$ cat src/mcae_consts.vh
// constants for the move and carry-add execute block
// assumes 14-bit instruction words and a 16-bit data address space
`ifndef MCAE_CONSTS_VH
`define MCAE_CONSTS_VH

// ----------------------------------------------------------------
// instruction encodings, matched on the top bits of the word
// ----------------------------------------------------------------
`define MCAE_ENC_ADDC6     6'h3D
`define MCAE_ENC_WLIT6     6'h30
`define MCAE_ENC_WSTORE7   7'h01
`define MCAE_ENC_PLIT7     7'h63
`define MCAE_ENC_IOFS7     7'h7E
`define MCAE_ENC_BLIT9     9'h001
`define MCAE_ENC_IMODE11   11'h002

// ----------------------------------------------------------------
// pointer update modes
// ----------------------------------------------------------------
`define MCAE_MODE_PREINC   2'h0
`define MCAE_MODE_PREDEC   2'h1
`define MCAE_MODE_POSTINC  2'h2
`define MCAE_MODE_POSTDEC  2'h3

// ----------------------------------------------------------------
// field positions
// ----------------------------------------------------------------
`define MCAE_DEST_BIT      7
`define MCAE_MODE_SEL_BIT  2
`define MCAE_OFS_SEL_BIT   6
`define MCAE_OFS_SIGN_BIT  5

// ----------------------------------------------------------------
// indirect data port file addresses
// ----------------------------------------------------------------
`define MCAE_IND_PORT0     7'h00
`define MCAE_IND_PORT1     7'h01

// ----------------------------------------------------------------
// reset values and pointer step
// ----------------------------------------------------------------
`define MCAE_RST_W         8'h00
`define MCAE_RST_BANK      5'h00
`define MCAE_RST_PROGRAM_COUNTER_LATCH_HIGH    7'h00
`define MCAE_RST_PTR       16'h0000
`define MCAE_PTR_STEP      16'h0001

`endif

$ cat src/mcae_addc.v
// add-with-carry unit: sum, carry, digit carry and zero
// purely combinational, used by the execute core
`timescale 1ns/1ps
module mcae_addc (
	input  wire [7:0] a_in,
	input  wire [7:0] b_in,
	input  wire       cin_in,
	output wire [7:0] sum_out,
	output wire       carry_out,
	output wire       dc_out,
	output wire       zero_out
);
	wire [8:0] full;
	wire [4:0] low;

	assign full      = {1'b0, a_in} + {1'b0, b_in} + {8'h00, cin_in};
	assign low       = {1'b0, a_in[3:0]} + {1'b0, b_in[3:0]} + {4'h0, cin_in};
	assign sum_out   = full[7:0];
	assign carry_out = full[8];
	assign dc_out    = low[4];
	assign zero_out  = (full[7:0] == 8'h00);
endmodule // mcae_addc

$ cat src/mcae_core.v
// execute core for a subset of an 8-bit instruction set
// assumes fetch and data memory on mclk_in; memory read data valid
// in the cycle after mem_re_out is sampled high
`timescale 1ns/1ps
`include "mcae_consts.vh"
module mcae_core (
	input  wire        mclk_in,
	input  wire        reset_n_in,
	input  wire        ce_in,
	input  wire [13:0] instr_in,
	input  wire        instr_valid_in,
	output wire        instr_ready_out,
	output wire        busy_out,
	output wire [15:0] mem_addr_out,
	output wire [7:0]  mem_wdata_out,
	output wire        mem_we_out,
	output wire        mem_re_out,
	input  wire [7:0]  mem_rdata_in,
	output wire [7:0]  w_out,
	output wire        carry_out,
	output wire        dc_out,
	output wire        zero_out,
	output wire [4:0]  bank_select_register_out,
	output wire [6:0]  program_counter_latch_high_out,
	output wire [15:0] fsp0_out,
	output wire [15:0] fsp1_out
);
	// ----------------------------------------------------------------
	// states and operation classes
	// ----------------------------------------------------------------
	localparam [1:0] S_IDLE  = 2'h0;
	localparam [1:0] S_STALL = 2'h1;
	localparam [1:0] S_READ  = 2'h2;
	localparam [1:0] S_WB    = 2'h3;

	localparam [2:0] OP_NONE  = 3'h0;
	localparam [2:0] OP_ADDC  = 3'h1;
	localparam [2:0] OP_IMODE = 3'h2;
	localparam [2:0] OP_IOFS  = 3'h3;
	localparam [2:0] OP_BLIT  = 3'h4;
	localparam [2:0] OP_PLIT  = 3'h5;
	localparam [2:0] OP_WLIT  = 3'h6;
	localparam [2:0] OP_WSTR  = 3'h7;

	function [2:0] decode_op;
		input [13:0] ins;
		begin
			if (ins[13:8] == `MCAE_ENC_ADDC6)
				decode_op = OP_ADDC;
			else if (ins[13:3] == `MCAE_ENC_IMODE11)
				decode_op = OP_IMODE;
			else if (ins[13:7] == `MCAE_ENC_IOFS7)
				decode_op = OP_IOFS;
			else if (ins[13:5] == `MCAE_ENC_BLIT9)
				decode_op = OP_BLIT;
			else if (ins[13:7] == `MCAE_ENC_PLIT7)
				decode_op = OP_PLIT;
			else if (ins[13:8] == `MCAE_ENC_WLIT6)
				decode_op = OP_WLIT;
			else if (ins[13:7] == `MCAE_ENC_WSTORE7)
				decode_op = OP_WSTR;
			else
				decode_op = OP_NONE;
		end
	endfunction

	// ----------------------------------------------------------------
	// state
	// ----------------------------------------------------------------
	reg [1:0]  state_q;
	reg [13:0] instr_q;
	reg [7:0]  w_q;
	reg        c_q;
	reg        dc_q;
	reg        z_q;
	reg [4:0]  bank_q;
	reg [6:0]  program_counter_latch_high_q;
	reg [15:0] fsp0_q;
	reg [15:0] fsp1_q;
	reg [15:0] addr_q;
	reg [7:0]  wdata_q;
	reg        we_q;
	reg        re_q;

	// ----------------------------------------------------------------
	// decode and address generation
	// ----------------------------------------------------------------
	wire        idle    = (state_q == S_IDLE);
	wire        accept  = idle & instr_valid_in & ce_in;
	wire [13:0] cur     = idle ? instr_in : instr_q;
	wire [2:0]  op      = decode_op(cur);
	wire [2:0]  op_q    = decode_op(instr_q);
	wire [6:0]  file_a  = cur[6:0];
	wire [1:0]  mode    = cur[1:0];
	wire        f_ind   = (file_a == `MCAE_IND_PORT0) | (file_a == `MCAE_IND_PORT1);
	wire [15:0] f_ptr   = file_a[0] ? fsp1_q : fsp0_q;
	wire        sel     = (op == OP_IMODE) ? cur[`MCAE_MODE_SEL_BIT] : cur[`MCAE_OFS_SEL_BIT];
	wire [15:0] ptr     = sel ? fsp1_q : fsp0_q;
	wire [15:0] ptr_inc = ptr + `MCAE_PTR_STEP;
	wire [15:0] ptr_dec = ptr - `MCAE_PTR_STEP;
	wire [15:0] ofs     = {{10{cur[`MCAE_OFS_SIGN_BIT]}}, cur[5:0]};
	wire [15:0] ptr_new = mode[0] ? ptr_dec : ptr_inc;
	reg  [15:0] eff;

	always @* begin
		if (op == OP_IMODE) begin
			if (mode == `MCAE_MODE_PREINC)
				eff = ptr_inc;
			else if (mode == `MCAE_MODE_PREDEC)
				eff = ptr_dec;
			else
				eff = ptr;
		end else if (op == OP_IOFS) begin
			eff = ptr + ofs;
		end else if (f_ind) begin
			eff = f_ptr;
		end else begin
			eff = {4'h0, bank_q, file_a};
		end
	end

	wire is_read  = (op == OP_ADDC) | (op == OP_IMODE) | (op == OP_IOFS);
	wire indirect = (op == OP_IMODE) | (op == OP_IOFS) |
	                (((op == OP_ADDC) | (op == OP_WSTR)) & f_ind);
	wire stall    = indirect & eff[15];
	wire issue    = (accept & ~stall) | ((state_q == S_STALL) & ce_in);

	// ----------------------------------------------------------------
	// add with carry
	// ----------------------------------------------------------------
	wire [7:0] sum;
	wire       sum_c;
	wire       sum_dc;
	wire       sum_z;

	mcae_addc u_addc (
		.a_in      (w_q),
		.b_in      (mem_rdata_in),
		.cin_in    (c_q),
		.sum_out   (sum),
		.carry_out (sum_c),
		.dc_out    (sum_dc),
		.zero_out  (sum_z)
	);

	// ----------------------------------------------------------------
	// sequencing and execution
	// ----------------------------------------------------------------
	always @(posedge mclk_in or negedge reset_n_in) begin
		if (!reset_n_in) begin
			state_q  <= S_IDLE;
			instr_q  <= 14'h0000;
			w_q      <= `MCAE_RST_W;
			c_q      <= 1'b0;
			dc_q     <= 1'b0;
			z_q      <= 1'b0;
			bank_q   <= `MCAE_RST_BANK;
			program_counter_latch_high_q <= `MCAE_RST_PROGRAM_COUNTER_LATCH_HIGH;
			fsp0_q   <= `MCAE_RST_PTR;
			fsp1_q   <= `MCAE_RST_PTR;
			addr_q   <= 16'h0000;
			wdata_q  <= 8'h00;
			we_q     <= 1'b0;
			re_q     <= 1'b0;
		end else if (ce_in) begin
			we_q <= 1'b0;
			re_q <= 1'b0;
			if (accept)
				instr_q <= instr_in;
			case (state_q)
			S_IDLE: begin
				if (accept & stall)
					state_q <= S_STALL;
				else if (accept & is_read)
					state_q <= S_READ;
			end
			S_STALL: begin
				state_q <= is_read ? S_READ : S_IDLE;
			end
			S_READ: begin
				state_q <= S_WB;
			end
			default: begin
				state_q <= S_IDLE;
				if (op_q == OP_ADDC) begin
					c_q  <= sum_c;
					dc_q <= sum_dc;
					z_q  <= sum_z;
					if (instr_q[`MCAE_DEST_BIT]) begin
						we_q    <= 1'b1;
						wdata_q <= sum;
					end else begin
						w_q <= sum;
					end
				end else begin
					w_q <= mem_rdata_in;
					z_q <= (mem_rdata_in == 8'h00);
				end
			end
			endcase
			if (issue) begin
				case (op)
				OP_BLIT: bank_q <= cur[4:0];
				OP_PLIT: program_counter_latch_high_q <= cur[6:0];
				OP_WLIT: w_q <= cur[7:0];
				OP_WSTR: begin
					we_q    <= 1'b1;
					addr_q  <= eff;
					wdata_q <= w_q;
				end
				OP_IMODE: begin
					re_q   <= 1'b1;
					addr_q <= eff;
					if (sel)
						fsp1_q <= ptr_new;
					else
						fsp0_q <= ptr_new;
				end
				OP_ADDC, OP_IOFS: begin
					re_q   <= 1'b1;
					addr_q <= eff;
				end
				default: begin
				end
				endcase
			end
		end
	end

	// ----------------------------------------------------------------
	// outputs
	// ----------------------------------------------------------------
	assign instr_ready_out                = idle;
	assign busy_out                       = ~idle;
	assign mem_addr_out                   = addr_q;
	assign mem_wdata_out                  = wdata_q;
	assign mem_we_out                     = we_q;
	assign mem_re_out                     = re_q;
	assign w_out                          = w_q;
	assign carry_out                      = c_q;
	assign dc_out                         = dc_q;
	assign zero_out                       = z_q;
	assign bank_select_register_out       = bank_q;
	assign program_counter_latch_high_out = program_counter_latch_high_q;
	assign fsp0_out                       = fsp0_q;
	assign fsp1_out                       = fsp1_q;
endmodule // mcae_core

$ cat config.mk
export PLATFORM = sky130hd
export DESIGN_NAME = mcae_core
export DESIGN_NICKNAME = d
export VERILOG_FILES = /design/src/mcae_addc.v /design/src/mcae_core.v
export VERILOG_INCLUDE_DIRS = /design/src /design/src/src
export SDC_FILE = /design/constraint.sdc
export NUM_CORES = 1
export LEC_CHECK = 0
export ABC_AREA = 1
export BUFFER_PORTS_ARGS = -buffer_cell sky130_fd_sc_hd__buf_2
export CAP_MARGIN = 20
export CORE_ASPECT_RATIO = 0.8
export CORE_MARGIN = 8
export CORE_UTILIZATION = 64
export DETAILED_ROUTE_END_ITERATION = 7
export GPL_ROUTABILITY_DRIVEN = 0
export GPL_TIMING_DRIVEN = 1
export PLACE_DENSITY = 0.88
export SYNTH_ARGS = -nofsm -noshare
export SYNTH_HDL_FRONTEND = slang
export SYNTH_SLANG_ARGS = --single-unit
$ cat constraint.sdc
create_clock -name mclk_in -period 7.7 [get_ports mclk_in]
set_input_delay 1.54 -clock mclk_in [delete_from_list [all_inputs] [get_ports mclk_in]]
set_output_delay 1.54 -clock mclk_in [all_outputs]
set_load 0.01 [all_outputs]
==> results.ini, run 1 <==
[synthesis]
synth_xor_area_share_pct=1.92
syn_area_um2=7760
muxShareOfSynthArea_pct=0.403
yosys.area.top_type_share_pct=31.3
synth_top_family_by_area=simple AND/OR/NAND/NOR gates
synth_cell_types=53
ys_ff_latch=97
synth_simple_gate_area_share_pct=36.0
syn-num-nets=1220
synth_most_common_cell=nand2_1
async_flop_share_pct=100
ys.warnings.count=0
yosysTopAreaCell=dfrtp_1
synth_area_leaders=dfrtp_1 31%, nand2_1 19%, o21ai_0 5.6%
ys.flop_type=dfrtp_1
syn_area_per_cell_um2=6.63
synth-edff-count=0
synth_compound_area_share_pct=17.0
synthCells=1170
synth_seq_area_share_pct=31.3
ys_top_cells_by_count=393 x nand2_1, 111 x inv_1, 97 x dfrtp_1
synthAdderAreaFrac_pct=4.06

[setup_path]
path_class=input pin to register
cp.depth=25
regToRegSetupSlack_ns=1.93
path_max_fanout=41
critical_path.startpoint=instr_in[9]
setup.worst_path.end=fsp1_out[2]$_DFFE_PN0P_
end_kind=register
cp.arrival_ns=6.36
worst_path_max_delay_cell=o21ai_2
r2r-end=fsp1_out[2]$_DFFE_PN0P_
required_ns=7.94
rr_worst_depth=24
cp-start-kind=input pin
cp_slowest_stage_delay_ns=0.44
cpMostUsedCell=nand2_1
cp_num_buf_inv=2
crit_family=simple AND/OR/NAND/NOR gates
reg2reg_from=state_q[1]$_DFFE_PN0P_

[power_and_ir_drop]
power_frac_clock_pct=15.1
swShare_pct=53.2
p_sw_mw=1.72
irDropWorstVdd_mv=0.238
p_int_mw=1.51
power_leakage_nw=4.58
seqPwrFrac_pct=22.9
p_per_area_nw_per_um2=375
p_comb_share_pct=62.0
finalPower_mw=3.23

[timing]
tightestPinTransition_ns=0.863
period_share_pct=79.4
clock.fmax_mhz=164
hold_viol=0
rsz0062_at_grt=no
slew_headroom_pct=42.3
final_max_slew_viol_count=0
setup_viol=0
finalWorstPathRequiredPeriod_ns=6.11
skew_ns=0.0106
setup_slack_ns=1.59
setup_tns_ns=0

[finish]
antenna-diode-count=0
fill_cells=1034
area_growth_pct=10.9
postLayoutCellArea_um2=8610
final_layout_size_suffix_gt1_share_pct=15.0
final_nets=1298

[global_route]
grt_use_total_pct=30.1
grt_max_degree=57
met2_usage_pct=42.1
met1_usage_pct=42.9
grt.overflow.total=0
top_usage_layer=met1
grt_pass1_vias=7454
antenna_found_initial=0
grt_pass1_wl_um=38500
met3_usage_pct=10.3

[placed_design]
dpl_cell_area_um2=8290
preCtsSetupSlack_ns=1.38
hpwl_um=18000
port-buffer-count=108

[die]
dieHeight_um=115
coreArea_um2=12000
dieWidth_um=139
rows=36
io_pins=109
start_util_pct=64.5
die_area_um2=15900

[route]
vias=8469
drt_iter0_drc=1262
ant_nets=0
viasPerCell=6.03
routed_wl_um=23900
wl_per_cell_um=17.1
dr.pass1.iters=8
drc=0

[run_status]
status=finished clean

[clocking]
ctsResizeCount=0
cts_root_buf=clkbuf_16
cts.clk_slew.worst_paths_ns=0.07
clock-sinks=97
cts_buffers=9
postCtsSetupRepairBufs=0
clock_path_buffers=2
htree_levels=3
cts_tree=done
hold_buffers=0
clock_latency_ns=0.36

[run]
maxCapViolCount=0

[worst_hold_path]
worstHoldPathType=register to register

[cells by family (layout without fill, tap and decap cells)]
family / Yosys count / after routing
multiplexers: 3 / 3
XOR/XNOR: 17 / 17
buffers and inverters: 169 / 251
AO/OA/AOI/OAI: 219 / 219
AND/OR/NAND/NOR: 641 / 641
adder cells (fa/ha/maj): 24 / 24
flip-flops: 97 / 97
[metrics by stage]
step / hold WS (ns) / cells / util [%]
finish: 0.468 / 1404 / 71.6
global route: 0.495 / 1404 / 71.6
CTS: 0.473 / 1404 / 71.6
detailed placement: 0.459 / 1389 / 68.9
global placement: 0.450 / 1389 / 68.9
floorplan: 0.449 / 1170 / -
[worst reg2reg max path, stage by stage (launching register included)]
cell      delay, ns
dfrtp_1        0.47
nor2_4         0.48
nand2_1        0.09
o21ai_1        0.17
nand2_1        0.17
nor2_2         0.21
nand3_2        0.29
nand2_2        0.19
nand2_2        0.34
o21ai_2        0.45
ha_1           0.36
a21oi_1        0.21
o21ai_0        0.13
a211oi_1       0.34
nand2_1        0.09
nand2_1        0.06
nand3_1        0.06
nand2_1        0.07
nand2_1        0.12
nand2_2        0.11
nand2_4        0.14
nand2_4        0.42
nand3_2        0.44
nand2_1        0.18
nand2_1        0.07
[power by group through the flow]
| stage | combinational, mW | clock (mW) | sequential (mW) |
|---|---|---|---|
| floorplan | 1.41 | 0 | 0.745 |
| global placement | 1.89 | 0 | 0.735 |
| detailed placement | 1.92 | 0 | 0.740 |
| CTS | 1.94 | 0.491 | 0.734 |
| global route | 2.21 | 0.511 | 0.749 |
| finish | 2.00 | 0.488 | 0.739 |
[how the worst min path moves through the flow]
| stage | start | slack, ns | to | cells past startpoint |
|---|---|---|---|---|
| after floorplan | instr_q[4]$_DFFE_PN0P_ | 0.45 | instr_q[4]$_DFFE_PN0P_ | 2 |
| after global placement | dc_out$_DFFE_PN0P_ | 0.45 | dc_out$_DFFE_PN0P_ | 2 |
| after detailed placement | dc_out$_DFFE_PN0P_ | 0.46 | dc_out$_DFFE_PN0P_ | 2 |
| after CTS | dc_out$_DFFE_PN0P_ | 0.47 | dc_out$_DFFE_PN0P_ | 2 |
| after global routing | dc_out$_DFFE_PN0P_ | 0.50 | dc_out$_DFFE_PN0P_ | 2 |
| final | dc_out$_DFFE_PN0P_ | 0.47 | dc_out$_DFFE_PN0P_ | 2 |
[cells in the final DEF, fill, tap and decap left out, types with 4 or more instances in the layout]
| cell type | Yosys | routed |
|---|---|---|
| o21ai_0 | 87 | 87 |
| buf_2 | 6 | 107 |
| o21ai_2 | 9 | 10 |
| buf_4 | 3 | 10 |
| o21ai_4 | 4 | 4 |
| clkbuf_16 | 0 | 9 |
| a31oi_1 | 10 | 10 |
| ha_1 | 22 | 22 |
| inv_1 | 111 | 111 |
| o2111ai_1 | 5 | 5 |
| xor2_1 | 14 | 14 |
| nor4_1 | 4 | 4 |
| a211oi_1 | 5 | 5 |
| nor2_1 | 69 | 69 |
| a21oi_1 | 35 | 35 |
| dfrtp_1 | 97 | 97 |
| nand4_1 | 42 | 42 |
| nand3_1 | 85 | 85 |
| inv_2 | 7 | 7 |
| o22ai_1 | 7 | 7 |
| o211ai_1 | 13 | 13 |
| nor3_1 | 11 | 10 |
| nor2_2 | 7 | 7 |
| nand2_1 | 393 | 393 |
| nand2_2 | 13 | 13 |
| o21ai_1 | 26 | 25 |
[registers in the layout, summed over array words and instances, names as in the netlist]
register,count
bank_select_register_out,5
state_q,2
zero_out,1
mem_we_out,1
fsp1_out,16
program_counter_latch_high_out,7
w_out,8
instr_q,14
fsp0_out,16
dc_out,1
mem_wdata_out,8
mem_re_out,1
carry_out,1
mem_addr_out,16
[area by class of cell]
class	count	area (µm²)	share of cell area [%]
multi-input cells	904	4620	53.6
well taps	152	190	2.21
repair buffers	117	611	7.09
inverters	119	447	5.19
flip-flops and latches	97	2430	28.2
clock buffers	11	243	2.82
clock inverters	4	76.3	0.886
[routing by layer]
metal	wire [µm]	vias up	part of all wire, %
met5	0	-	0
met4	445	0	1.9
met3	3590	39	15
met2	9620	519	40
met1	10300	3849	43
li1	-	4062	-
Power figures use the tool's default switching activity.
==> inputs of run 2 (changes only) <==
--- a/config.mk
+++ b/config.mk
@@ -11,11 +11,11 @@
 export CAP_MARGIN = 20
 export CORE_ASPECT_RATIO = 0.8
 export CORE_MARGIN = 8
-export CORE_UTILIZATION = 64
+export CORE_UTILIZATION = 59
 export DETAILED_ROUTE_END_ITERATION = 7
 export GPL_ROUTABILITY_DRIVEN = 0
 export GPL_TIMING_DRIVEN = 1
-export PLACE_DENSITY = 0.88
+export PLACE_DENSITY = 0.82
 export SYNTH_ARGS = -nofsm -noshare
 export SYNTH_HDL_FRONTEND = slang
 export SYNTH_SLANG_ARGS = --single-unit
==> constraint.sdc (replaced) <==
create_clock -name mclk_in -period 5.7 [get_ports mclk_in]
set_input_delay 1.14 -clock mclk_in [delete_from_list [all_inputs] [get_ports mclk_in]]
set_output_delay 1.14 -clock mclk_in [all_outputs]
set_load 0.01 [all_outputs]
==> run 2 against run 1 <==
Via count is 1.9% higher. Combinational power is 36% higher. Sequential share of layout area is 0.25 points lower. Count of clock-buffer cells in the layout is 2 higher. Die area is 7.4% higher. Critical path depth is 4 higher. Global-route usage is 1.4 points lower. Wire length is 3.4% higher. Hold slack hardly changed. Non-clock buffer count is 6 higher. Critical endpoint is now program_counter_latch_high_out[3]$_DFFE_PN0P_. Largest power group unchanged.
==> results.ini, run 2 (synthesis gave the netlist of run 1 again) <==
[clocking]
clock-sinks=97
clock_path_buffers=2
clock_latency_ns=0.35
cts_buffers=9
hold_buffers=0
cts.clk_slew.worst_paths_ns=0.06
htree_levels=3
cts_tree=done
cts_root_buf=clkbuf_16

[timing]
finalWorstPathRequiredPeriod_ns=5.19
slew_headroom_pct=47.6
clock.fmax_mhz=193
final_max_slew_viol_count=0
hold_viol=0
period_share_pct=91.0
skew_ns=0.0105
tightestPinTransition_ns=0.783
whs_ns=0.468
setup_tns_ns=0
rsz0062_at_grt=no
setup_viol=0

[die]
dieHeight_um=119
coreArea_um2=12900
dieWidth_um=144
die_area_um2=17100
io_pins=109
rows=37
start_util_pct=60.3

[setup_path]
cp.arrival_ns=5.37
rr_worst_depth=28
regToRegSetupSlack_ns=0.61
worst_path_max_delay_cell=nand2_2
cpMostUsedCell=nand2_1
cp-start-kind=input pin
end_kind=register
critical_path.startpoint=instr_in[9]
r2r-end=program_counter_latch_high_out[3]$_DFFE_PN0P_
path_max_fanout=29
cp_slowest_stage_delay_ns=0.47
path_class=input pin to register
setup.worst_path.end=program_counter_latch_high_out[3]$_DFFE_PN0P_
reg2reg_from=state_q[0]$_DFFE_PN0P_
required_ns=5.89

[run]
maxCapViolCount=0

[global_route]
antenna_found_initial=0
grt_max_degree=57
grt.overflow.total=0
grt_pass1_wl_um=39700
grt_pass1_vias=7543
grt_use_total_pct=28.7

[placed_design]
dp.cells=1418
hpwl_um=18400
port-buffer-count=108

[power_and_ir_drop]
power_leakage_nw=4.61
p_per_area_nw_per_um2=502
irDropWorstVdd_mv=0.316
finalPower_mw=4.36

[finish]
fill_cells=1149
final_common_cell=nand2_1
mostFrequentLayoutCells=393 x nand2_1, 111 x inv_1, 107 x buf_2
stdcell_count=1435
area_growth_pct=11.9
final_layout_size_suffix_gt1_share_pct=15.6
antenna-diode-count=0
utilization_pct=67.5
final_nets=1305

[worst_hold_path]
worstHoldPathType=register to register

[route]
drt_iter0_drc=1310
viasPerCell=6.01
drc=0
vias=8627
dr.pass1.iters=7
routed_wl_um=24700
ant_nets=0
wl_per_cell_um=17.2

[run_status]
status=finished clean

==> run 2: cell count changes in the layout (fill, tap and decap cells not counted) <==
cell / previous run / this run
clkbuf_8: 1 / 3
buf_4: 10 / 16
bufinv_16: 2 / 1
nor2_2: 7 / 8
==> run 2: how the worst min path moves through the flow <==
stage	start	end	slack, ns	cells past startpoint
floorplan	instr_q[4]$_DFFE_PN0P_	instr_q[4]$_DFFE_PN0P_	0.45	2
global placement	mem_addr_out[4]$_DFFE_PN0P_	mem_addr_out[4]$_DFFE_PN0P_	0.46	2
detailed placement	mem_addr_out[4]$_DFFE_PN0P_	mem_addr_out[4]$_DFFE_PN0P_	0.46	2
CTS	mem_addr_out[4]$_DFFE_PN0P_	mem_addr_out[4]$_DFFE_PN0P_	0.47	2
global route	mem_addr_out[4]$_DFFE_PN0P_	mem_addr_out[4]$_DFFE_PN0P_	0.51	2
finish	mem_addr_out[4]$_DFFE_PN0P_	mem_addr_out[4]$_DFFE_PN0P_	0.47	2
==> run 2: what timing repair did <==
action | CTS | global route
resized for setup | 0 | 0
setup buffers | 0 | 0
endpoints found under the setup margin | 0 | 32
==> run 2: final cells by class <==
| type | count | area, µm² | share of cell area [%] |
|---|---|---|---|
| Sequential cell | 97 | 2430 | 27.9 |
| Inverter | 119 | 447 | 5.14 |
| Clock inverter | 3 | 46.3 | 0.533 |
| Clock buffer | 13 | 270 | 3.11 |
| Multi-Input combinational cell | 905 | 4620 | 53.2 |
| Tap cell | 175 | 219 | 2.52 |
| Timing Repair Buffer | 123 | 656 | 7.55 |
==> run 2: per-stage QoR <==
step	setup WS, ns	instance area (µm²)
2_1_floorplan	1.41	7760
3_3_place_gp	0.340	8360
3_5_place_dp	0.264	8360
4_1_cts	0.512	8680
5_1_grt	0.0673	8690
6_report	0.514	8690
==> run 2: metal layers <==
layer / routed length, µm / share of wire, % / GRT usage, %
met4: 333 / 1.3 / 6.62
met2: 9810 / 40 / 38.8
met1: 11000 / 44 / 43.3
met5: 0 / 0 / 0
met3: 3630 / 15 / 8.41
==> run 2: worst max-delay path: cells and delay by family <==
family,cells,cell delay (ns)
fa+ha+maj,1,0.34
simple gates,21,3.08
buf+inv,4,0.31
compound gates,3,0.47
==> run 2: report_power, final <==
part	internal (mW)	switching, mW
combinational	0.810	1.91
sequential	0.842	0.156
clock	0.378	0.266
